[src/logic/plfc_map.vh]
// Constants for the point-to-point link frame controller
`ifndef PLFC_MAP_VH
`define PLFC_MAP_VH
`define PLFC_CH_DLE      8'h10
`define PLFC_CH_SOH      8'h01
`define PLFC_CH_STX      8'h02
`define PLFC_CH_ETX      8'h03
`define PLFC_CH_ENQ      8'h05
`define PLFC_CH_NAK      8'h15
`define PLFC_CH_WACK     8'h3f
`define PLFC_CH_EVEN     8'h30
`define PLFC_CH_ODD      8'h31
`define PLFC_CH_PAD      8'hff
`define PLFC_BCAST_NODE  8'he9
`define PLFC_BUF_BYTES   295
`define PLFC_BIT_NS      8680
`define PLFC_CLK_NS      8
`define PLFC_CHAR_BITS   11
`define PLFC_GAP_CHARS   10
`define PLFC_PAD_COUNT   10
`define PLFC_RETRY_MAX   4'h3
`define PLFC_FIFO_DEPTH  16
`endif

[src/logic/plfc_fifo.v]
// Parameterised synchronous FIFO with valid/ready on both sides
module plfc_fifo #(
  parameter WIDTH = 8,
  parameter DEPTH = 16,
  parameter AW    = 4
) (
  input  wire             core_clk_in,
  input  wire             arst_n_in,
  input  wire [WIDTH-1:0] wr_data_in,
  input  wire             wr_valid_in,
  output wire             wr_ready_out,
  output wire [WIDTH-1:0] rd_data_out,
  output wire             rd_valid_out,
  input  wire             rd_ready_in
);
  reg [WIDTH-1:0] mem_reg [0:DEPTH-1];
  reg [AW-1:0]    wp_reg;
  reg [AW-1:0]    rp_reg;
  reg [AW:0]      cnt_reg;
  wire            push;
  wire            pop;

  // Full and empty come straight from the occupancy count
  assign wr_ready_out = (cnt_reg != DEPTH[AW:0]);
  assign rd_valid_out = (cnt_reg != {(AW+1){1'b0}});
  assign rd_data_out  = mem_reg[rp_reg];
  assign push = wr_valid_in & wr_ready_out;
  assign pop  = rd_valid_out & rd_ready_in;

  // Storage array has no reset; only pointers and count need one
  always @(posedge core_clk_in) begin
    if (push) begin
      mem_reg[wp_reg] <= wr_data_in;
    end
  end

  // Pointer and count update
  always @(posedge core_clk_in or negedge arst_n_in) begin
    if (!arst_n_in) begin
      wp_reg  <= {AW{1'b0}};
      rp_reg  <= {AW{1'b0}};
      cnt_reg <= {(AW+1){1'b0}};
    end else begin
      if (push) begin
        wp_reg <= wp_reg + 1'b1;
      end
      if (pop) begin
        rp_reg <= rp_reg + 1'b1;
      end
      if (push & ~pop) begin
        cnt_reg <= cnt_reg + 1'b1;
      end else if (pop & ~push) begin
        cnt_reg <= cnt_reg - 1'b1;
      end
    end
  end
endmodule

[src/logic/plfc_top.v]
// Data-link frame control for a point-to-point framed serial link
// Operation
// - A negative acknowledgment makes the sender resend the same frame.
// - Before a NAK resend, send 10 pads and wait 10 character times.
// - Route end node above 233 is broadcast; no reply past gateway modules.
// - On a direct link a broadcast command is still answered.
// - Master flips its tag after each acknowledged frame, keeps it on resend.
// - Slave does not check that the master toggles its tag.
// - Tags are per station; an acknowledgment echoes the answered frame tag.
// - A tag other than even or odd inside a frame draws a NAK.
// - Bytes from the frame opener through the checksum are inside a frame.
// - Inside a frame, DLE before an illegal value draws a NAK.
// - DLE ETX is legal only after DLE STX in the same frame.
// - DLE ENQ inside a frame is always illegal and draws a NAK.
// - Outside a frame, DLE SOH opens a new frame.
// - Outside a frame, ACK, NAK, busy or inquiry start their action.
// - Outside a frame, anything else is ignored.
// - After busy, resend a frame, starting 10 character times later.
// - Never answer an inquiry with busy.
// - Replies leave in command order, separately for priority and not.
// - A change of the busy count clears the NAK retry counter.
// - Keep resources to accept a reply even while answering busy.
// - A frame longer than the longest message draws a busy response.
// - Inline replies act at once; the frame buffer holds 295 bytes.
// - At power-up record NAK as last response and establish the link.
// - First tag is even after odd ack, odd after even ack or NAK.
// - A character time is one full character with start, parity, stop.
// - Each serial character is an 11-bit word.
`include "plfc_map.vh"
module plfc_top #(
  parameter [3:0] RETRY_MAX = `PLFC_RETRY_MAX
) (
  input  wire       core_clk_in,
  input  wire       arst_n_in,
  input  wire [7:0] rx_byte_in,
  input  wire       rx_valid_in,
  input  wire       direct_link_in,
  input  wire       tx_start_in,
  input  wire       tx_done_in,
  input  wire       busy_cnt_chg_in,
  input  wire       local_busy_in,
  input  wire       rx_is_reply_in,
  input  wire       rx_prio_in,
  input  wire [7:0] route_last_in,
  input  wire       cmd_done_in,
  input  wire       cmd_done_prio_in,
  output wire       rx_ready_out,
  output reg  [7:0] frm_byte_out,
  output reg        frm_valid_out,
  input  wire       frm_ready_in,
  output reg        frm_end_out,
  output reg  [7:0] resp_byte_out,
  output reg        resp_valid_out,
  input  wire       resp_ready_in,
  output reg        tag_odd_out,
  output reg        link_up_out,
  output reg        resend_out,
  output reg        pad_req_out,
  output reg        tx_hold_out,
  output reg        tx_ok_out,
  output reg        link_err_out,
  output reg        need_reply_out,
  output reg        reply_ok_out,
  output reg        reply_prio_out,
  output reg  [3:0] retry_cnt_out
);
  localparam CHAR_CYC = (`PLFC_CHAR_BITS * `PLFC_BIT_NS
                         + `PLFC_CLK_NS - 1) / `PLFC_CLK_NS;
  localparam GAP_CYC  = CHAR_CYC * `PLFC_GAP_CHARS;
  localparam [20:0] GAP_W = GAP_CYC;
  localparam [8:0]  BUF_MAX = `PLFC_BUF_BYTES;
  localparam [3:0]  PAD_N   = `PLFC_PAD_COUNT;
  localparam [1:0] S_OUT = 2'h0;
  localparam [1:0] S_IN  = 2'h1;
  localparam [1:0] S_ESC = 2'h2;
  localparam [1:0] S_OE  = 2'h3;
  localparam [1:0] R_NONE = 2'h0;
  localparam [1:0] R_ACK  = 2'h1;
  localparam [1:0] R_NAK  = 2'h2;
  localparam [1:0] R_BSY  = 2'h3;

  reg  [7:0]  rx_s1_reg;
  reg  [7:0]  rx_s2_reg;
  reg         rv_s1_reg;
  reg         rv_s2_reg;
  reg         rv_d_reg;
  reg  [1:0]  st_reg;
  reg         stx_seen_reg;
  reg         tag_seen_reg;
  reg         frm_tag_reg;
  reg         bad_reg;
  reg  [8:0]  len_reg;
  reg         ovf_reg;
  reg  [1:0]  last_resp_reg;
  reg         pend_reg;
  reg  [20:0] gap_reg;
  reg  [3:0]  pad_reg;
  reg         busy_chg_d_reg;
  reg  [3:0]  prio_q_reg;
  reg  [3:0]  norm_q_reg;
  wire        rx_new;
  wire [7:0]  rb;
  wire        fifo_ready;
  wire [7:0]  fifo_byte;
  wire        fifo_valid;
  wire        crc_last;

  // Pin-side byte and strobe go through two flops before any logic
  always @(posedge core_clk_in or negedge arst_n_in) begin
    if (!arst_n_in) begin
      rx_s1_reg <= 8'h00;
      rx_s2_reg <= 8'h00;
      rv_s1_reg <= 1'b0;
      rv_s2_reg <= 1'b0;
      rv_d_reg  <= 1'b0;
    end else begin
      rx_s1_reg <= rx_byte_in;
      rx_s2_reg <= rx_s1_reg;
      rv_s1_reg <= rx_valid_in;
      rv_s2_reg <= rv_s1_reg;
      rv_d_reg  <= rv_s2_reg;
    end
  end
  // Strobe edge; byte must stay stable two cycles around its strobe
  assign rx_new = rv_s2_reg & ~rv_d_reg;
  assign rb = rx_s2_reg;
  assign rx_ready_out = 1'b1;
  // Byte after DLE ETX is the checksum, last byte inside the frame
  assign crc_last = (st_reg == S_OE);

  // Frame payload FIFO; a stalled drain that fills it marks the frame overflowed
  plfc_fifo #(
    .WIDTH (8),
    .DEPTH (`PLFC_FIFO_DEPTH),
    .AW    (4)
  ) u_fifo (
    .core_clk_in  (core_clk_in),
    .arst_n_in    (arst_n_in),
    .wr_data_in   (rb),
    .wr_valid_in  (rx_new & (st_reg == S_IN) & (rb != `PLFC_CH_DLE)
                   & ~ovf_reg & ~bad_reg),
    .wr_ready_out (fifo_ready),
    .rd_data_out  (fifo_byte),
    .rd_valid_out (fifo_valid),
    .rd_ready_in  (frm_ready_in | ~frm_valid_out)
  );

  // Output stage registers the FIFO head
  always @(posedge core_clk_in or negedge arst_n_in) begin
    if (!arst_n_in) begin
      frm_byte_out  <= 8'h00;
      frm_valid_out <= 1'b0;
    end else if (frm_ready_in | ~frm_valid_out) begin
      frm_byte_out  <= fifo_byte;
      frm_valid_out <= fifo_valid;
    end
  end

  // Receive parser; slave side never checks the tag toggle
  always @(posedge core_clk_in or negedge arst_n_in) begin
    if (!arst_n_in) begin
      st_reg        <= S_OUT;
      stx_seen_reg  <= 1'b0;
      tag_seen_reg  <= 1'b0;
      frm_tag_reg   <= 1'b0;
      bad_reg       <= 1'b0;
      len_reg       <= 9'h000;
      ovf_reg       <= 1'b0;
      frm_end_out   <= 1'b0;
      resp_byte_out <= 8'h00;
      resp_valid_out <= 1'b0;
      last_resp_reg <= R_NAK;
      pend_reg      <= 1'b0;
      tx_ok_out     <= 1'b0;
      resend_out    <= 1'b0;
      link_err_out  <= 1'b0;
      tag_odd_out   <= 1'b1;
      link_up_out   <= 1'b0;
      retry_cnt_out <= 4'h0;
      gap_reg       <= 21'h000000;
      pad_reg       <= 4'h0;
      tx_hold_out   <= 1'b0;
      pad_req_out   <= 1'b0;
      busy_chg_d_reg <= 1'b0;
    end else begin
      frm_end_out  <= 1'b0;
      tx_ok_out    <= 1'b0;
      resend_out   <= 1'b0;
      link_err_out <= 1'b0;
      pad_req_out  <= 1'b0;
      busy_chg_d_reg <= busy_cnt_chg_in;
      if (resp_valid_out & resp_ready_in) begin
        resp_valid_out <= 1'b0;
      end
      if (tx_start_in) begin
        pend_reg <= 1'b1;
      end
      if (busy_cnt_chg_in & ~busy_chg_d_reg) begin
        retry_cnt_out <= 4'h0;
      end
      if (pad_reg != 4'h0) begin
        pad_reg     <= pad_reg - 4'h1;
        pad_req_out <= 1'b1;
      end else if (gap_reg != 21'h000000) begin
        gap_reg <= gap_reg - 21'h000001;
        if (gap_reg == 21'h000001) begin
          tx_hold_out <= 1'b0;
          resend_out  <= 1'b1;
        end
      end
      if (rx_new) begin
        case (st_reg)
          S_OUT: begin
            if (stx_seen_reg) begin
              stx_seen_reg <= 1'b0;
              if (rb == `PLFC_CH_SOH) begin
                st_reg <= S_IN;
                tag_seen_reg <= 1'b0;
                bad_reg <= 1'b0;
                len_reg <= 9'h000;
                ovf_reg <= 1'b0;
              end else if (pend_reg & (rb == `PLFC_CH_EVEN
                                       | rb == `PLFC_CH_ODD)) begin
                pend_reg <= 1'b0;
                retry_cnt_out <= 4'h0;
                tx_ok_out <= 1'b1;
                if (!link_up_out) begin
                  link_up_out <= 1'b1;
                  tag_odd_out <= (rb == `PLFC_CH_EVEN);
                end else begin
                  tag_odd_out <= ~tag_odd_out;
                end
              end else if (pend_reg & (rb == `PLFC_CH_NAK)) begin
                if (!link_up_out) begin
                  link_up_out <= 1'b1;
                  tag_odd_out <= 1'b1;
                  pend_reg <= 1'b0;
                  tx_ok_out <= 1'b1;
                end else if (retry_cnt_out >= RETRY_MAX) begin
                  pend_reg <= 1'b0;
                  link_err_out <= 1'b1;
                  retry_cnt_out <= 4'h0;
                end else begin
                  retry_cnt_out <= retry_cnt_out + 4'h1;
                  pad_reg <= PAD_N;
                  gap_reg <= GAP_W;
                  tx_hold_out <= 1'b1;
                end
              end else if (pend_reg & (rb == `PLFC_CH_WACK)) begin
                gap_reg <= GAP_W;
                tx_hold_out <= 1'b1;
              // inquiry repeats last ACK, otherwise NAK; never busy
              end else if (rb == `PLFC_CH_ENQ) begin
                resp_byte_out <= (last_resp_reg == R_ACK) ?
                  (frm_tag_reg ? `PLFC_CH_ODD : `PLFC_CH_EVEN) :
                  `PLFC_CH_NAK;
                resp_valid_out <= 1'b1;
              end
            end else if (rb == `PLFC_CH_DLE) begin
              stx_seen_reg <= 1'b1;
            end
          end
          S_IN: begin
            if (len_reg == BUF_MAX) begin
              ovf_reg <= 1'b1;
            end else if (rb != `PLFC_CH_DLE) begin
              len_reg <= len_reg + 9'h001;
            end
            if (!fifo_ready) begin
              ovf_reg <= 1'b1;
            end
            if (rb == `PLFC_CH_DLE) begin
              st_reg <= S_ESC;
            end else if (!tag_seen_reg) begin
              tag_seen_reg <= 1'b1;
              frm_tag_reg <= rb[0];
              // tag must be even or odd
              if (rb != `PLFC_CH_EVEN && rb != `PLFC_CH_ODD) begin
                bad_reg <= 1'b1;
              end
            end
          end
          S_ESC: begin
            st_reg <= S_IN;
            // legal escapes only; ENQ never legal
            if (rb == `PLFC_CH_STX) begin
              stx_seen_reg <= 1'b1;
            // ETX needs STX first; checksum still closes the frame
            end else if (rb == `PLFC_CH_ETX) begin
              st_reg <= S_OE;
              if (!stx_seen_reg) begin
                bad_reg <= 1'b1;
              end
            // inline reply acted on, not stored
            end else if (pend_reg & (rb == `PLFC_CH_EVEN
                                     | rb == `PLFC_CH_ODD)) begin
              pend_reg <= 1'b0;
              tx_ok_out <= 1'b1;
              tag_odd_out <= ~tag_odd_out;
            end else if (rb != `PLFC_CH_DLE) begin
              bad_reg <= 1'b1;
            end
          end
          default: begin
            st_reg <= S_OUT;
            stx_seen_reg <= 1'b0;
            frm_end_out <= 1'b1;
            resp_valid_out <= 1'b1;
            // replies accepted while busy to commands
            if (bad_reg) begin
              resp_byte_out <= `PLFC_CH_NAK;
              last_resp_reg <= R_NAK;
            end else if (ovf_reg | (local_busy_in & ~rx_is_reply_in)) begin
              resp_byte_out <= `PLFC_CH_WACK;
              last_resp_reg <= R_BSY;
            end else begin
              resp_byte_out <= frm_tag_reg ? `PLFC_CH_ODD : `PLFC_CH_EVEN;
              last_resp_reg <= R_ACK;
            end
          end
        endcase
        if (crc_last) begin
          stx_seen_reg <= 1'b0;
        end
      end
    end
  end

  // Reply ordering tracks outstanding priority and normal commands
  always @(posedge core_clk_in or negedge arst_n_in) begin
    if (!arst_n_in) begin
      prio_q_reg     <= 4'h0;
      norm_q_reg     <= 4'h0;
      need_reply_out <= 1'b0;
      reply_ok_out   <= 1'b0;
      reply_prio_out <= 1'b0;
    end else begin
      need_reply_out <= 1'b0;
      reply_ok_out   <= 1'b0;
      if (frm_end_out & (last_resp_reg == R_ACK) & ~rx_is_reply_in) begin
        // broadcast suppressed; direct link still answers
        need_reply_out <= direct_link_in
                          | (route_last_in <= `PLFC_BCAST_NODE);
        reply_prio_out <= rx_prio_in;
        if (rx_prio_in) begin
          prio_q_reg <= prio_q_reg + 4'h1;
        end else begin
          norm_q_reg <= norm_q_reg + 4'h1;
        end
      // replies released in arrival order per class
      end else if (cmd_done_in) begin
        if (cmd_done_prio_in & (prio_q_reg != 4'h0)) begin
          prio_q_reg   <= prio_q_reg - 4'h1;
          reply_ok_out <= 1'b1;
        end else if (~cmd_done_prio_in & (norm_q_reg != 4'h0)) begin
          norm_q_reg   <= norm_q_reg - 4'h1;
          reply_ok_out <= 1'b1;
        end
      end
    end
  end
endmodule

[config.mk]
export PLATFORM = sky130hd
export DESIGN_NAME = plfc_top
export DESIGN_NICKNAME = d
export VERILOG_FILES = /design/src/logic/plfc_fifo.v /design/src/logic/plfc_top.v
export VERILOG_INCLUDE_DIRS = /design/src /design/src/logic
export SDC_FILE = /design/constraint.sdc
export NUM_CORES = 1
export LEC_CHECK = 0
export BUFFER_PORTS_ARGS = -buffer_cell sky130_fd_sc_hd__buf_2
export CAP_MARGIN = 40
export CORE_AREA = 2 2 149 151
export DETAILED_ROUTE_END_ITERATION = 12
export DIE_AREA = 0 0 151 153
export GPL_TIMING_DRIVEN = 0
export PLACE_DENSITY = 0.78
export SLEW_MARGIN = 25
export SYNTH_ARGS = -nofsm -noshare
export SYNTH_HDL_FRONTEND = slang
export SYNTH_SLANG_ARGS = --single-unit
[constraint.sdc]
create_clock -name core_clk_in -period 3.05 [get_ports core_clk_in]
set_input_delay 0.7625 -clock core_clk_in [delete_from_list [all_inputs] [get_ports core_clk_in]]
set_output_delay 0.7625 -clock core_clk_in [all_outputs]
set_load 0.05 [all_outputs]
-- Word level (Yosys, flattened, before mapping)
Memory sizes are Yosys's and may differ from the RTL's. A register that Yosys moved wholly into a read port is not among the register bits.
Cells that the tools add are included.
- register bits after elaboration: 110
- RAM bits: 128
- bits of input ports: 30
- output and inout port bits: 34
- memories: 1
- add/sub/neg operators: 12
- order comparisons: 2
- equal/unequal tests: 46
- multiplexer cells: 161
- bitwise logic cells: 38
- reductions and logical operators: 31
- memory list (memory ; depth ; width ; read ports ; clocked after memory_dff ; wr ports ; line ; source):
    u_fifo.mem_reg ; 16 ; 8 ; 1 ; 1 ; 1 ; plfc_fifo.v:16 ; reg [WIDTH-1:0] mem_reg [0:DEPTH-1];
- operators with widths (cell ; number):
    $mux W21 ; 11
    $mux W4 ; 28
    $mux W1 ; 90
    $mux W8 ; 7
    $mux W9 ; 4
    $ne A2 B2 Y1 const B ; 17
    $eq A8 B6 Y1 const B ; 3
    $eq A21 B1 Y1 const B ; 1
    $reduce_bool A21 Y1 ; 1
    $sub A21 B1 Y21 const B ; 1
    $add A4 B1 Y4 const B ; 5
    $and A1 B1 Y1 ; 19
    $ne A3 B3 Y1 const B ; 6
    $pmux W9 S2 ; 1
    $eq A8 B2 Y1 const B ; 2
    $eq A8 B5 Y1 const B ; 2
    $ne A8 B6 Y1 const B ; 2
    $pmux W8 S2 ; 1
    $not A1 Y1 ; 15
    $reduce_and A5 Y1 ; 3
    $mux W2 ; 7
    $reduce_bool A2 Y1 ; 7
    $pmux W1 S2 ; 6
    $reduce_and A4 Y1 ; 3
    34 further kinds ; 48

-- Depth between registers and ports, before layout
Gate-level depths: netlist of the first run.
- depth after elaboration: 12
- mapped depth: 13
- depth with buffers taken out: 11

-- Cells and area by module
A second synthesis of the first run with hierarchy kept.
- cell total of the unflattened synthesis: 798
- area total of the unflattened synthesis: 10839.1 µm²
- by module, submodules not included (module ; times used ; cells each ; area each (µm²) ; sequential area each (µm²)):
    plfc_fifo ; 1 ; 318 ; 5770.5 ; 4169.0
    plfc_top ; 1 ; 480 ; 5068.6 ; 2555.0

-- Least setup slack after synthesis of the first run
Ideal clock, no wire load.
- path type: reg2reg
- from: register rx_s2_reg[5] (netlist: rb[5])
- to: register u_fifo.cnt_reg[4]
- library setup time: 0.125 ns
- data arrival time: 2.858 ns
- required time: 2.925 ns
- path slack: 0.066 ns
- stages on the path, launching flop included: 14
- path buffers: 2
- path through: dfrtp_1 clkbuf_1 nor2_1 nand3_1 and4_1 clkbuf_1 ha_1 inv_1 fa_1 a21o_1 a21oi_1 xnor2_1 nor2_1 xor2_1
- word-level cells in the longest chain between the ends: 8
- RTL lines (element ; line ; source):
    start, declared ; plfc_top.v:83 ; reg [7:0] rx_s2_reg;
    start signal, assigned ; plfc_top.v:118 ; rx_s2_reg <= rx_s1_reg;
    $ne A8 B5 Y1 (no line) (*) ; - ;
    $and A1 B1 Y1 (*) (3 in a row) ; plfc_top.v:140 ; .wr_valid_in (rx_new & (st_reg == S_IN) & (rb != `PLFC_CH_DLE)
    $and A1 B1 Y1 (*) ; plfc_fifo.v:27 ; assign push = wr_valid_in & wr_ready_out;
    via u_fifo.push ; plfc_fifo.v:20 ; wire push;
    $not A1 Y1 ; plfc_fifo.v:52 ; end else if (pop & ~push) begin
    $and A1 B1 Y1 ; plfc_fifo.v:52 ;
    $reduce_bool A2 Y1 (no line) ; - ;
    end signal, assigned ; plfc_fifo.v:42 ; cnt_reg <= {(AW+1){1'b0}};
    end signal, assigned ; plfc_fifo.v:51 ; cnt_reg <= cnt_reg + 1'b1;
    end signal, assigned ; plfc_fifo.v:53 ; cnt_reg <= cnt_reg - 1'b1;
    end, declared ; plfc_fifo.v:19 ; reg [AW:0] cnt_reg;
Mark *: on every way through the listed nets, which the timed path passes. The rest lies on a longest branch.
A chain may end at the register's enable or synchronous reset.

-- Worst setup path in the final report of the first run
- from: register u_fifo.cnt_reg[1]
- to: register u_fifo.cnt_reg[4]
- word-level cells in the longest chain between the ends: 5
- RTL lines (element):
    branches (longest 5 deep; another with $sub A5 B1 Y5)
Parallel ways; which one is timed is not known. The select of a mux whose other input is x is not followed.

==> insert_results.sql, run 1 <==
INSERT INTO impl_metrics (metric_group, metric, value, unit) VALUES
('power', 'pwrdens', '895', 'nW/um^2'),
('place', 'gp_congestion', '0.861', ''),
('place', 'port-buffer-count', '58', ''),
('global_route', 'global_route_wire_length_before_repair', '34000', 'um'),
('critical_path', 'cp.required', '3.44', 'ns'),
('final_layout', 'drive_gt1_share', '23.8', '%'),
('floorplanning', 'placement_rows', '54', ''),
('place', 'dpl_worst_slack', '-0.657', 'ns'),
('global_route', 'largest_net_degree_at_the_start_of_global_routing', '59', ''),
('hold_path', 'worstHoldPathType', 'in2async', ''),
('routing', 'drt_iter0_drc', '600', ''),
('clock_tree', 'library_cell_used_as_clock_root_buffer', 'clkbuf_16', ''),
('global_route', 'grt_remaining_overflow', '0', ''),
('power', 'power.switching', '0.00362', 'W'),
('routing', 'totalWireLength', '21000', 'um'),
('routing', 'routed-via-count', '6487', ''),
('synth', 'synth_area', '10500', 'sq um'),
('sta', 'grt_setup_unrepaired', 'false', ''),
('sta', 'timing.slew.headroom', '46.3', '%'),
('power', 'p_seq_share', '40.9', '%'),
('floorplanning', 'die_width', '151', 'um'),
('clock_tree', 'worstSkewPairLatency', '0.52', 'ns'),
('critical_path', 'critical_path.cell_chain', 'or4_4 > o21ai_4 > ha_1 > inv_1 > fa_1 > a21o_1 > a21oi_1 > xnor2_1 > nor2_1 > xor2_1', ''),
('power', 'p_int', '0.00729', 'W'),
('sta', 'max_slew.worst_pin.slew', '0.802', 'ns'),
('synth', 'syn-instance-count', '745', ''),
('synth', 'synth_seq_cells', '243', ''),
('critical_path', 'critPathMaxStageDelay', '0.59', 'ns'),
('sta', 'hold_viol', '0', ''),
('floorplanning', 'die_outline_area', '23100', 'sq um'),
('job', 'cap_violations', '0', ''),
('critical_path', 'cp.buffers_inverters', '1', ''),
('routing', 'detailedRoute.firstPassIterationCount', '6', ''),
('final_layout', 'finish.cell_count_without_fillers', '1137', ''),
('global_route', 'antenna_violations_before_repair', '0', ''),
('routing', 'drtAntennaViolNets', '0', ''),
('final_layout', 'fin_nets', '894', ''),
('power', 'combinational_share_of_power', '30.4', '%'),
('synth', 'synth.lib_cells_used.distinct', '69', ''),
('global_route', 'first_global_vias', '6464', ''),
('final_layout', 'fillCellCount', '1685', ''),
('sta', 'finalHoldWorstSlack', '0.200', 'ns'),
('clock_tree', 'clk_transition_reported_paths', '0.06', 'ns'),
('place', 'dp_cells', '1089', ''),
('final_layout', 'finish.utilization', '56.7', '%'),
('synth', 'yosysWarnings', '0', ''),
('synth', 'synth_enable_flop_cells', '128', ''),
('floorplanning', 'initial_utilization', '49.1', '%'),
('sta', 'period_minus_slack', '2.88', 'ns'),
('sta', 'maximum_clock_frequency', '348', 'MHz'),
('run_status', 'outcome', 'complete, no violations', ''),
('critical_path', 'worstReg2RegStart', 'u_fifo.cnt_reg[1]$_DFFE_PN0P_', ''),
('critical_path', 'critical_path.top_delay_family', 'adder cells', ''),
('critical_path', 'crit_path_start_kind', 'register', ''),
('critical_path', 'rr_worst_depth', '10', ''),
('routing', 'vias_per_cell', '5.71', ''),
('sta', 'timing.final.max_slew_violations', '0', ''),
('power', 'clock_power_share', '28.7', '%'),
('clock_tree', 'tritoncts', 'built', ''),
('sta', 'finalClockSkew', '0.0114', 'ns'),
('sta', 'finalSetupViolations', '0', ''),
('final_layout', 'diodes', '0', ''),
('critical_path', 'critical_register_to_register_path_endpoint', 'u_fifo.cnt_reg[4]$_DFFE_PN0P_', ''),
('synth', 'ys_seq_area_share', '63.8', '%'),
('final_layout', 'number_of_flip_flops_in_the_largest_register', '128', ''),
('critical_path', 'slowest_stage', 'or4_4', ''),
('critical_path', 'end_kind', 'register', ''),
('synth', 'syn_avg_cell_area', '14.2', 'sq um'),
('synth', 'synth_ff_type', 'edfxtp_1', ''),
('clock_tree', 'cts_htree_levels', '1', ''),
('sta', 'final_min_period_over_clock_period', '94.3', '%');
## area by class of cell
| cell class | count | area (sq um) | area share, % |
|---|---|---|---|
| Tap cell | 280 | 350 | 2.88 |
| Sequential cell | 243 | 6740 | 55.3 |
| Timing Repair Buffer | 68 | 382 | 3.13 |
| Buffer | 28 | 131 | 1.08 |
| Clock inverter | 11 | 158 | 1.29 |
| Inverter | 25 | 93.8 | 0.770 |
| Clock buffer | 35 | 703 | 5.77 |
| Multi-Input combinational cell | 447 | 3630 | 29.8 |
## power by group through the flow
stage | Sequential, W | Combinational, W | Clock (W)
floorplan | 0.00474 | 0.00222 | 0
global route | 0.00455 | 0.00364 | 0.00333
global placement | 0.00448 | 0.00319 | 0
detailed placement | 0.00451 | 0.00328 | 0
CTS | 0.00446 | 0.00330 | 0.00319
finish | 0.00446 | 0.00331 | 0.00313
## stage by stage
stage	area (sq um)	total power, W
after floorplan	10500	0.00696
after global placement	11200	0.00767
after detailed placement	11200	0.00779
after CTS	12100	0.0110
after global routing	12200	0.0115
final	12200	0.0109
## Yosys cell counts (3+ instances only)
| cell | n | share of area [%] |
|---|---|---|
| mux2i_1 | 5 | 0.47 |
| nor3b_1 | 3 | 0.21 |
| o22ai_1 | 10 | 0.59 |
| o31ai_1 | 7 | 0.50 |
| o41ai_1 | 3 | 0.25 |
| or3_1 | 14 | 0.83 |
| o21ai_0 | 22 | 1.0 |
| buf_1 | 4 | 0.14 |
| nand2_1 | 35 | 1.2 |
| nor4_1 | 7 | 0.42 |
| dfrtp_1 | 113 | 27 |
| or2_2 | 3 | 0.18 |
| nand3b_1 | 3 | 0.21 |
| nand3_1 | 14 | 0.66 |
| buf_4 | 5 | 0.36 |
| mux4_2 | 32 | 6.8 |
| mux2_2 | 19 | 2.0 |
| buf_2 | 5 | 0.24 |
| inv_1 | 25 | 0.89 |
| o2111ai_1 | 3 | 0.25 |
| nor3_1 | 16 | 0.76 |
| a22o_1 | 4 | 0.33 |
| o21a_1 | 5 | 0.36 |
| fa_1 | 3 | 0.57 |
| a211oi_1 | 11 | 0.78 |
| clkbuf_1 | 16 | 0.57 |
| nor2_1 | 53 | 1.9 |
| nor4_2 | 4 | 0.47 |
| a21oi_1 | 31 | 1.5 |
| o211ai_1 | 8 | 0.57 |
| xnor2_1 | 16 | 1.3 |
| o21ai_1 | 3 | 0.14 |
| nor2b_1 | 11 | 0.65 |
| and2_1 | 3 | 0.18 |
| a21o_1 | 8 | 0.57 |
| nand4_1 | 5 | 0.30 |
| or4_1 | 6 | 0.43 |
| ha_1 | 23 | 2.7 |
| nand2b_1 | 10 | 0.59 |
| edfxtp_1 | 128 | 36 |
| xor2_1 | 11 | 0.91 |
| o21bai_1 | 4 | 0.28 |
## timing repair
action | 4_1_cts | 5_1_grt
setup endpoints to repair | 130 | 1
endpoints found under the hold margin | 0 | 0
buffers inserted | 0 | 4
resized for setup | 12 | 8
pin swaps | 0 | 1
## cells in the final DEF, fill, tap and decap left out, types with 10 or more instances in the layout
cell and count:
mux4_2 32, o21ai_0 22, mux2_2 19, a21oi_1 31, nor2_1 53, nand2b_1 10
ha_1 22, buf_2 66, nand3_1 14, xnor2_1 16, a211oi_1 11, clkbuf_16 25
o22ai_1 10, xor2_1 11, buf_4 10, or3_1 14, dfrtp_1 105, edfxtp_1 128
nor2b_1 10, nor3_1 15, nand2_1 35, inv_1 25, clkbuf_1 19
## worst max-delay path by stage
stage	startpoint	endpoint	slack, ns	cells after the start
2_1_floorplan	rb[5]$_DFF_PN0_	u_fifo.cnt_reg[4]$_DFFE_PN0P_	0.07	13
3_3_place_gp	rb[5]$_DFF_PN0_	u_fifo.cnt_reg[4]$_DFFE_PN0P_	-0.56	13
3_5_place_dp	rb[5]$_DFF_PN0_	u_fifo.cnt_reg[4]$_DFFE_PN0P_	-0.66	13
4_1_cts	rb[4]$_DFF_PN0_	u_fifo.cnt_reg[4]$_DFFE_PN0P_	0.04	11
5_1_grt	u_fifo.cnt_reg[0]$_DFFE_PN0P_	u_fifo.cnt_reg[4]$_DFFE_PN0P_	0.01	11
6_report	u_fifo.cnt_reg[1]$_DFFE_PN0P_	u_fifo.cnt_reg[4]$_DFFE_PN0P_	0.17	10
## cells by family (layout without fill, tap and decap cells)
group | Yosys count | after routing | synth area share [%]
other | 2 | 3 | 0.0712
buffers and inverters | 56 | 167 | 2.24
AOI/OAI and AO/OA | 130 | 130 | 8.12
and+or+nand+nor | 205 | 205 | 10.9
DFF | 243 | 243 | 63.8
adders and majority gates | 26 | 26 | 3.30
xor gates and xnor gates | 27 | 27 | 2.24
muxes | 56 | 56 | 9.34
## per-layer routing
metal  up-vias  global-route usage (%)  part of all wire, %
li1       3002                       -                    -
met4         0                    4.01                  1.6
met2       208                    31.0                   50
met3        38                    2.72                  5.6
met1      3239                    26.1                   43
met5         -                       0                    0
Note: power is estimated with default switching activity, not from simulation.
==> run 2: changes to the inputs <==
--- a/config.mk
+++ b/config.mk
@@ -9,9 +9,11 @@
 export BUFFER_PORTS_ARGS = -buffer_cell sky130_fd_sc_hd__buf_2
 export CAP_MARGIN = 40
-export CORE_AREA = 2 2 149 151
+export CELL_PAD_IN_SITES_DETAIL_PLACEMENT = 1
+export CELL_PAD_IN_SITES_GLOBAL_PLACEMENT = 1
+export CORE_AREA = 2 2 155 157
 export DETAILED_ROUTE_END_ITERATION = 12
-export DIE_AREA = 0 0 151 153
+export DIE_AREA = 0 0 157 159
 export GPL_TIMING_DRIVEN = 0
-export PLACE_DENSITY = 0.78
+export PLACE_DENSITY = 0.84
 export SLEW_MARGIN = 25
 export SYNTH_ARGS = -nofsm -noshare
==> constraint.sdc (replaced) <==
create_clock -name core_clk_in -period 3.05 [get_ports core_clk_in]
set_input_delay 0.305 -clock core_clk_in [delete_from_list [all_inputs] [get_ports core_clk_in]]
set_output_delay 0.305 -clock core_clk_in [all_outputs]
set_load 0.05 [all_outputs]
==> run 2 against run 1 <==
Against the previous run:
- worst hold slack worse by 0.17 ns
- final area up 2.3%
- clock power rose by 6%
- sequential share of layout area shrank 1.1 points
- setup slack got worse by 0.096 ns
- first-iteration DRC count fell by 21%
- largest cell class unchanged
- wire length grew 20%
- critical path depth did not move
- sequential cell count is the same
- clock-buffer cell count is 4 lower
==> insert_results.sql, run 2 (synthesized netlist as in run 1, its figures left out) <==
INSERT INTO impl_metrics (metric_group, metric, value, unit) VALUES
('clock_tree', 'cts-root-to-sink-buffers', '3', ''),
('final_layout', 'areaGrowthSynthToFinish', '18.2', '%'),
('place', 'port-buffer-count', '58', ''),
('critical_path', 'rr_worst_depth', '10', ''),
('routing', 'routed-via-count', '6738', ''),
('place', 'dp_cells', '1124', ''),
('final_layout', 'number_of_flip_flops_in_the_largest_register', '128', ''),
('final_layout', 'multiInputGateArea', '3660', 'sq um'),
('sta', 'finalClockSkew', '0.00741', 'ns'),
('final_layout', 'finish.utilization', '53.7', '%'),
('global_route', 'first_global_vias', '7095', ''),
('sta', 'final_min_period_over_clock_period', '97.5', '%'),
('power', 'vdd.ir_drop.worst', '515', 'uV'),
('global_route', 'grt_use_total', '20.4', '%'),
('routing', 'detailedRoute.firstPassIterationCount', '7', ''),
('power', 'p_leak', '4.73', 'nW'),
('run_status', 'outcome', 'complete, no violations', ''),
('floorplanning', 'placement_rows', '56', ''),
('floorplanning', 'die_y', '159', 'um'),
('sta', 'final.setup.tns', '0', 'ns'),
('floorplanning', 'initial_utilization', '45.5', '%'),
('place', 'gp_congestion', '0.836', ''),
('sta', 'finalHoldWorstSlack', '0.0325', 'ns'),
('global_route', 'largest_net_degree_at_the_start_of_global_routing', '61', ''),
('sta', 'hold_viol', '0', ''),
('critical_path', 'worst-path-max-fanout', '5', ''),
('routing', 'drtAntennaViolNets', '0', ''),
('floorplanning', 'die_width', '157', 'um'),
('final_layout', 'fillCellCount', '2295', ''),
('final_layout', 'layout_commonest_cell', 'edfxtp_1', ''),
('critical_path', 'stages_on_the_worst_setup_path', '10', ''),
('place', 'dpl.hpwl', '16600', 'um'),
('floorplanning', 'core_region_area', '23200', 'sq um'),
('routing', 'totalWireLength', '25200', 'um'),
('sta', 'period_minus_slack', '2.97', 'ns'),
('critical_path', 'end_kind', 'register', ''),
('final_layout', 'finish.cell_count_without_fillers', '1191', ''),
('critical_path', 'criticalPathCategory', 'reg2reg', ''),
('sta', 'finalSetupViolations', '0', ''),
('critical_path', 'cp.required', '3.45', 'ns'),
('routing', 'vias_per_cell', '5.66', ''),
('sta', 'maximum_clock_frequency', '336', 'MHz'),
('critical_path', 'critical_path.top_delay_family', 'adder cells', ''),
('final_layout', 'final-seq-area', '6750', 'sq um'),
('floorplanning', 'num_io_pins', '64', ''),
('critical_path', 'critical_path.cell_chain', 'or4_4 > o21ai_4 > ha_1 > inv_1 > fa_1 > a21o_1 > a21oi_1 > xnor2_1 > nor2_1 > xor2_1', ''),
('clock_tree', 'cts-buffers-inserted', '27', ''),
('clock_tree', 'worstSkewPairLatency', '0.53', 'ns'),
('routing', 'drt_iter0_drc', '476', ''),
('sta', 'max_slew.worst_pin.slew', '0.829', 'ns'),
('clock_tree', 'library_cell_used_as_clock_root_buffer', 'clkbuf_16', ''),
('critical_path', 'critPathMaxStageDelay', '0.58', 'ns'),
('global_route', 'grt_remaining_overflow', '0', ''),
('critical_path', 'cp.buffers_inverters', '1', ''),
('sta', 'timing.slew.headroom', '44.4', '%'),
('floorplanning', 'die_outline_area', '25000', 'sq um'),
('power', 'pwrdens', '903', 'nW/um^2'),
('final_layout', 'drive_gt1_share', '24.3', '%'),
('power', 'finalPower', '0.0113', 'W'),
('global_route', 'global_route_wire_length_before_repair', '39600', 'um'),
('critical_path', 'crit_path_start_kind', 'register', ''),
('final_layout', 'layout_common_cells', 'edfxtp_1, dfrtp_1, buf_2', ''),
('routing', 'wire_per_inst', '21.1', 'um'),
('final_layout', 'diodes', '0', ''),
('final_layout', 'fin_nets', '907', ''),
('clock_tree', 'numClockSinks', '243', ''),
('clock_tree', 'clk_transition_reported_paths', '0.06', 'ns'),
('hold_path', 'worstHoldPathType', 'in2reg', ''),
('sta', 'timing.final.max_slew_violations', '0', ''),
('clock_tree', 'tritoncts', 'built', ''),
('critical_path', 'critical_path_arrival', '3.37', 'ns'),
('global_route', 'antenna_violations_before_repair', '0', ''),
('critical_path', 'slowest_stage', 'or4_4', ''),
('routing', 'drc_viols', '0', ''),
('clock_tree', 'cts_htree_levels', '1', ''),
('job', 'cap_violations', '0', ''),
('hold_path', 'holdPathStages', '3', '');
run 2: changes by cell type in the layout (fill, tap and decap cells not counted), moves of 2 or more:
cell and change:
buf_2 -4, dfrtp_4 +4, nor3_1 -4, dlygate4sd3_1 +11
clkbuf_1 -4, dfrtp_2 -4, buf_4 +2, clkinv_1 +5
clkbuf_16 +2, nor3_2 +4
run 2: area by class of cell:
cell class	count	share of cell area [%]
buffer	28	1.05
clock buffer	31	5.70
clock inverter	19	1.65
inverter	25	0.753
multi-input combinational	447	29.4
sequential	243	54.2
tap	319	3.20
timing repair buffer	79	4.11
run 2: worst register-to-register path, delay by kind of cell, from the launching register on:
family,cells,cell delay [ns]
fa+ha+maj,2,0.70
xor+xnor,2,0.31
buf+inv,1,0.12
compound gates,3,0.62
flops,1,0.45
simple gates,2,0.65
run 2: worst paths after layout:
check                                         startpoint                       endpoint  slack, ns
min                                          tx_start_in             pend_reg$_DFF_PN0_       0.03
max in group asynchronous                      arst_n_in        tag_odd_out$_DFFE_PN1P_       2.06
max reg2reg                u_fifo.cnt_reg[1]$_DFFE_PN0P_  u_fifo.cnt_reg[4]$_DFFE_PN0P_       0.08
min in group asynchronous                      arst_n_in    frm_byte_out[1]$_DFFE_PN0N_       0.28
min reg2reg                       rx_s1_reg[7]$_DFF_PN0_                rb[7]$_DFF_PN0_       0.35
max                        u_fifo.cnt_reg[1]$_DFFE_PN0P_  u_fifo.cnt_reg[4]$_DFFE_PN0P_       0.08
run 2: routing by layer:
metal  GRT usage, %  part of all wire, %  vias to the layer above
met4           5.13                  2.0                        0
li1               -                    -                     3026
met3           2.80                  5.5                       39
met1           28.1                   42                     3462
met5              0                    0                        -
met2           34.4                   50                      211
run 2: report_power, final:
part	total [W]	switching (W)	leakage, nW	internal (W)
logic	0.00343	0.00199	1.73	0.00144
clock network	0.00332	0.00131	0.446	0.00201
registers	0.00450	0.000520	2.56	0.00398
total	0.0113	0.00382	4.73	0.00743
run 2: what timing repair did:
| action | 4_1_cts | 5_1_grt |
|---|---|---|
| pin swaps | 0 | 2 |
| setup endpoints to repair | 132 | 1 |
| buffers inserted | 1 | 4 |
| hold endpoints to repair | 64 | 0 |
| hold buffers | 11 | 0 |
| gates resized for setup | 18 | 8 |
run 2: metrics by stage:
stage | setup WS (ns) | area (sq um)
global placement | -0.575 | 11200
finish | 0.0777 | 12500
detailed placement | -0.812 | 11300
CTS | 0.00840 | 12400
global route | -0.000859 | 12500
floorplan | 0.0665 | 10500
==> run 3: changes to the inputs <==
- clock period: 3.05 -> 2.46 ns (I/O delays scaled with it)
==> run 3 against run 2 <==
Against the previous run:
- the run now ends with setup timing left
- first-iteration DRC count is 33% lower
- non-clock buffer count is 38 higher
- global-route usage is 2.0 points higher
- clock skew is 0.014 ns higher
- critical path depth stayed put
- maximum frequency is 14% higher
- wire length is 9.6% higher
- sequential power is 25% higher
- via count is 2.4% higher
- combinational power is 37% higher
==> insert_results.sql, run 3 (synthesized netlist as in run 1, its figures left out) <==
INSERT INTO impl_metrics (metric_group, metric, value, unit) VALUES
('run_status', 'outcome', 'complete, but fails checks', ''),
('run_status', 'failed_checks', 'setup timing', ''),
('power', 'vdd.ir_drop.worst', '533', 'uV'),
('routing', 'totalWireLength', '27600', 'um'),
('critical_path', 'critical_path.top_delay_family', 'simple AND/OR/NAND/NOR gates', ''),
('critical_path', 'rr_worst_depth', '10', ''),
('critical_path', 'end_kind', 'register', ''),
('place', 'dpl.hpwl', '16900', 'um'),
('hold_path', 'worstHoldPathType', 'in2reg', ''),
('sta', 'finalSetupViolations', '4', ''),
('clock_tree', 'tritoncts', 'built', ''),
('sta', 'finalClockSkew', '0.0215', 'ns'),
('floorplanning', 'initial_utilization', '45.5', '%'),
('critical_path', 'critical_path_arrival', '3.00', 'ns'),
('sta', 'finalHoldWorstSlack', '0.0240', 'ns'),
('place', 'dp_cells', '1128', ''),
('sta', 'max_slew.worst_pin.slew', '0.791', 'ns'),
('critical_path', 'stages_on_the_worst_setup_path', '10', ''),
('floorplanning', 'die_y', '159', 'um'),
('job', 'cap_violations', '0', ''),
('final_layout', 'diodes', '0', ''),
('clock_tree', 'numClockSinks', '243', ''),
('clock_tree', 'clk_transition_reported_paths', '0.06', 'ns'),
('critical_path', 'criticalPathCategory', 'reg2reg', ''),
('floorplanning', 'num_io_pins', '64', ''),
('clock_tree', 'worstSkewPairLatency', '0.54', 'ns'),
('clock_tree', 'library_cell_used_as_clock_root_buffer', 'clkbuf_16', ''),
('global_route', 'grt_use_total', '22.4', '%'),
('floorplanning', 'placement_rows', '56', ''),
('final_layout', 'finish.instance_area', '13100', 'sq um'),
('routing', 'drc_viols', '0', ''),
('sta', 'maximum_clock_frequency', '383', 'MHz'),
('final_layout', 'drive_gt1_share', '32.5', '%'),
('final_layout', 'layout_common_cells', 'edfxtp_1, dfrtp_1, buf_2', ''),
('final_layout', 'layout_commonest_cell', 'edfxtp_1', ''),
('sta', 'final_min_period_over_clock_period', '106', '%'),
('critical_path', 'slowest_stage', 'or4_4', ''),
('sta', 'grt_setup_unrepaired', 'true', ''),
('critical_path', 'crit_path_start_kind', 'register', ''),
('critical_path', 'worst-path-max-fanout', '4', ''),
('sta', 'period_minus_slack', '2.61', 'ns'),
('sta', 'hold_viol', '0', ''),
('routing', 'drt_iter0_drc', '320', ''),
('routing', 'wire_per_inst', '22.5', 'um'),
('clock_tree', 'cts_htree_levels', '1', ''),
('power', 'finalPower', '0.0140', 'W'),
('power', 'p_leak', '4.92', 'nW'),
('final_layout', 'finish.utilization', '56.4', '%'),
('place', 'gp_congestion', '0.802', ''),
('hold_path', 'holdPathStages', '4', ''),
('routing', 'vias_per_cell', '5.63', ''),
('sta', 'post-route-worst-setup-slack', '-0.149', 'ns'),
('final_layout', 'number_of_flip_flops_in_the_largest_register', '128', ''),
('place', 'cell_area_after_placement', '11400', 'sq um'),
('power', 'pwrdens', '1070', 'nW/um^2'),
('routing', 'detailedRoute.firstPassIterationCount', '4', ''),
('critical_path', 'critical_path.cell_chain', 'or4_4 > o21ai_4 > ha_4 > inv_4 > fa_2 > a21o_1 > a21oi_2 > xnor2_1 > nor2_1 > xor2_1', ''),
('routing', 'drtAntennaViolNets', '0', ''),
('critical_path', 'cp.required', '2.86', 'ns'),
('floorplanning', 'core_region_area', '23200', 'sq um'),
('global_route', 'first_global_vias', '7585', ''),
('critical_path', 'cp.buffers_inverters', '1', ''),
('clock_tree', 'cts-root-to-sink-buffers', '3', ''),
('global_route', 'antenna_violations_before_repair', '0', ''),
('sta', 'timing.slew.headroom', '47.3', '%'),
('clock_tree', 'cts-buffers-inserted', '26', ''),
('final_layout', 'areaGrowthSynthToFinish', '24.1', '%'),
('global_route', 'largest_net_degree_at_the_start_of_global_routing', '77', ''),
('place', 'port-buffer-count', '58', ''),
('sta', 'timing.final.max_slew_violations', '0', ''),
('global_route', 'grt_remaining_overflow', '0', ''),
('routing', 'routed-via-count', '6901', ''),
('global_route', 'global_route_wire_length_before_repair', '43600', 'um'),
('floorplanning', 'die_outline_area', '25000', 'sq um'),
('critical_path', 'critPathMaxStageDelay', '0.57', 'ns'),
('floorplanning', 'die_width', '157', 'um'),
('final_layout', 'fin_nets', '944', ''),
('final_layout', 'finish.cell_count_without_fillers', '1226', '');
-- run 3: cell count changes in the layout (fill, tap and decap cells not counted), moves of 6 or more --
cell / delta
nor2_4: +8
buf_4: +25
nor2_1: -14
nor2_2: +6
a21oi_2: +6
a21oi_1: -8
-- run 3: what timing repair did --
item,CTS,global route
endpoints found under the hold margin,103,0
cloned,1,0
hold buffers,16,0
endpoints found under the setup margin,188,122
resized for setup,79,42
pin swaps,21,17
setup buffers,26,11
-- run 3: worst paths after layout --
kind	from	endpoint	slack, ns
worst min-delay path	route_last_in[5]	need_reply_out$_DFF_PN0_	0.02
max in group asynchronous	arst_n_in	tag_odd_out$_DFFE_PN1P_	1.54
min in group asynchronous	arst_n_in	frm_byte_out[6]$_DFFE_PN0N_	0.18
worst min register to register	rx_s1_reg[7]$_DFF_PN0_	rb[7]$_DFF_PN0_	0.35
worst max register to register	u_fifo.cnt_reg[1]$_DFFE_PN0P_	u_fifo.cnt_reg[4]$_DFFE_PN0P_	-0.15
worst max-delay path	u_fifo.cnt_reg[1]$_DFFE_PN0P_	u_fifo.cnt_reg[4]$_DFFE_PN0P_	-0.15
-- run 3: routing by layer --
layer  wire [um]  vias to the layer above  track usage, %  share of wire, %
li1            -                     3094               -                 -
met1       11200                     3580            29.6                41
met2       14500                      182            38.9                53
met3        1170                       45            2.94               4.2
met4         625                        0            6.42               2.3
met5           0                        -               0                 0
-- run 3: final cells by class --
type                    count  area [sq um]
clock inverters            17           126
inverters                  25          96.3
clock buffers              30           666
repair buffers            116           821
fillers                  2294         10100
multi-input cells         447          4040
flip-flops and latches    243          6760
well taps                 319           399
plain buffers              29           178
-- run 3: worst min-delay path, stage by stage --
cell      delay (ns)
buf_2           0.10
nand4b_1        0.07
a21oi_1         0.04
nor2_1          0.07
-- run 3: stage by stage --
stage / worst slack (ns) / TNS, ns
4_1_cts: -0.137 / -0.157
3_5_place_dp: -0.669 / -72.75
3_3_place_gp: -0.597 / -100.29
2_1_floorplan: -0.0495 / -0.0495
5_1_grt: -0.225 / -0.928
6_report: -0.149 / -0.362
-- run 3: power breakdown --
part           internal, W  switching, W
registers          0.00494      0.000678
logic              0.00201       0.00268
clock network      0.00205       0.00160
total              0.00901       0.00496
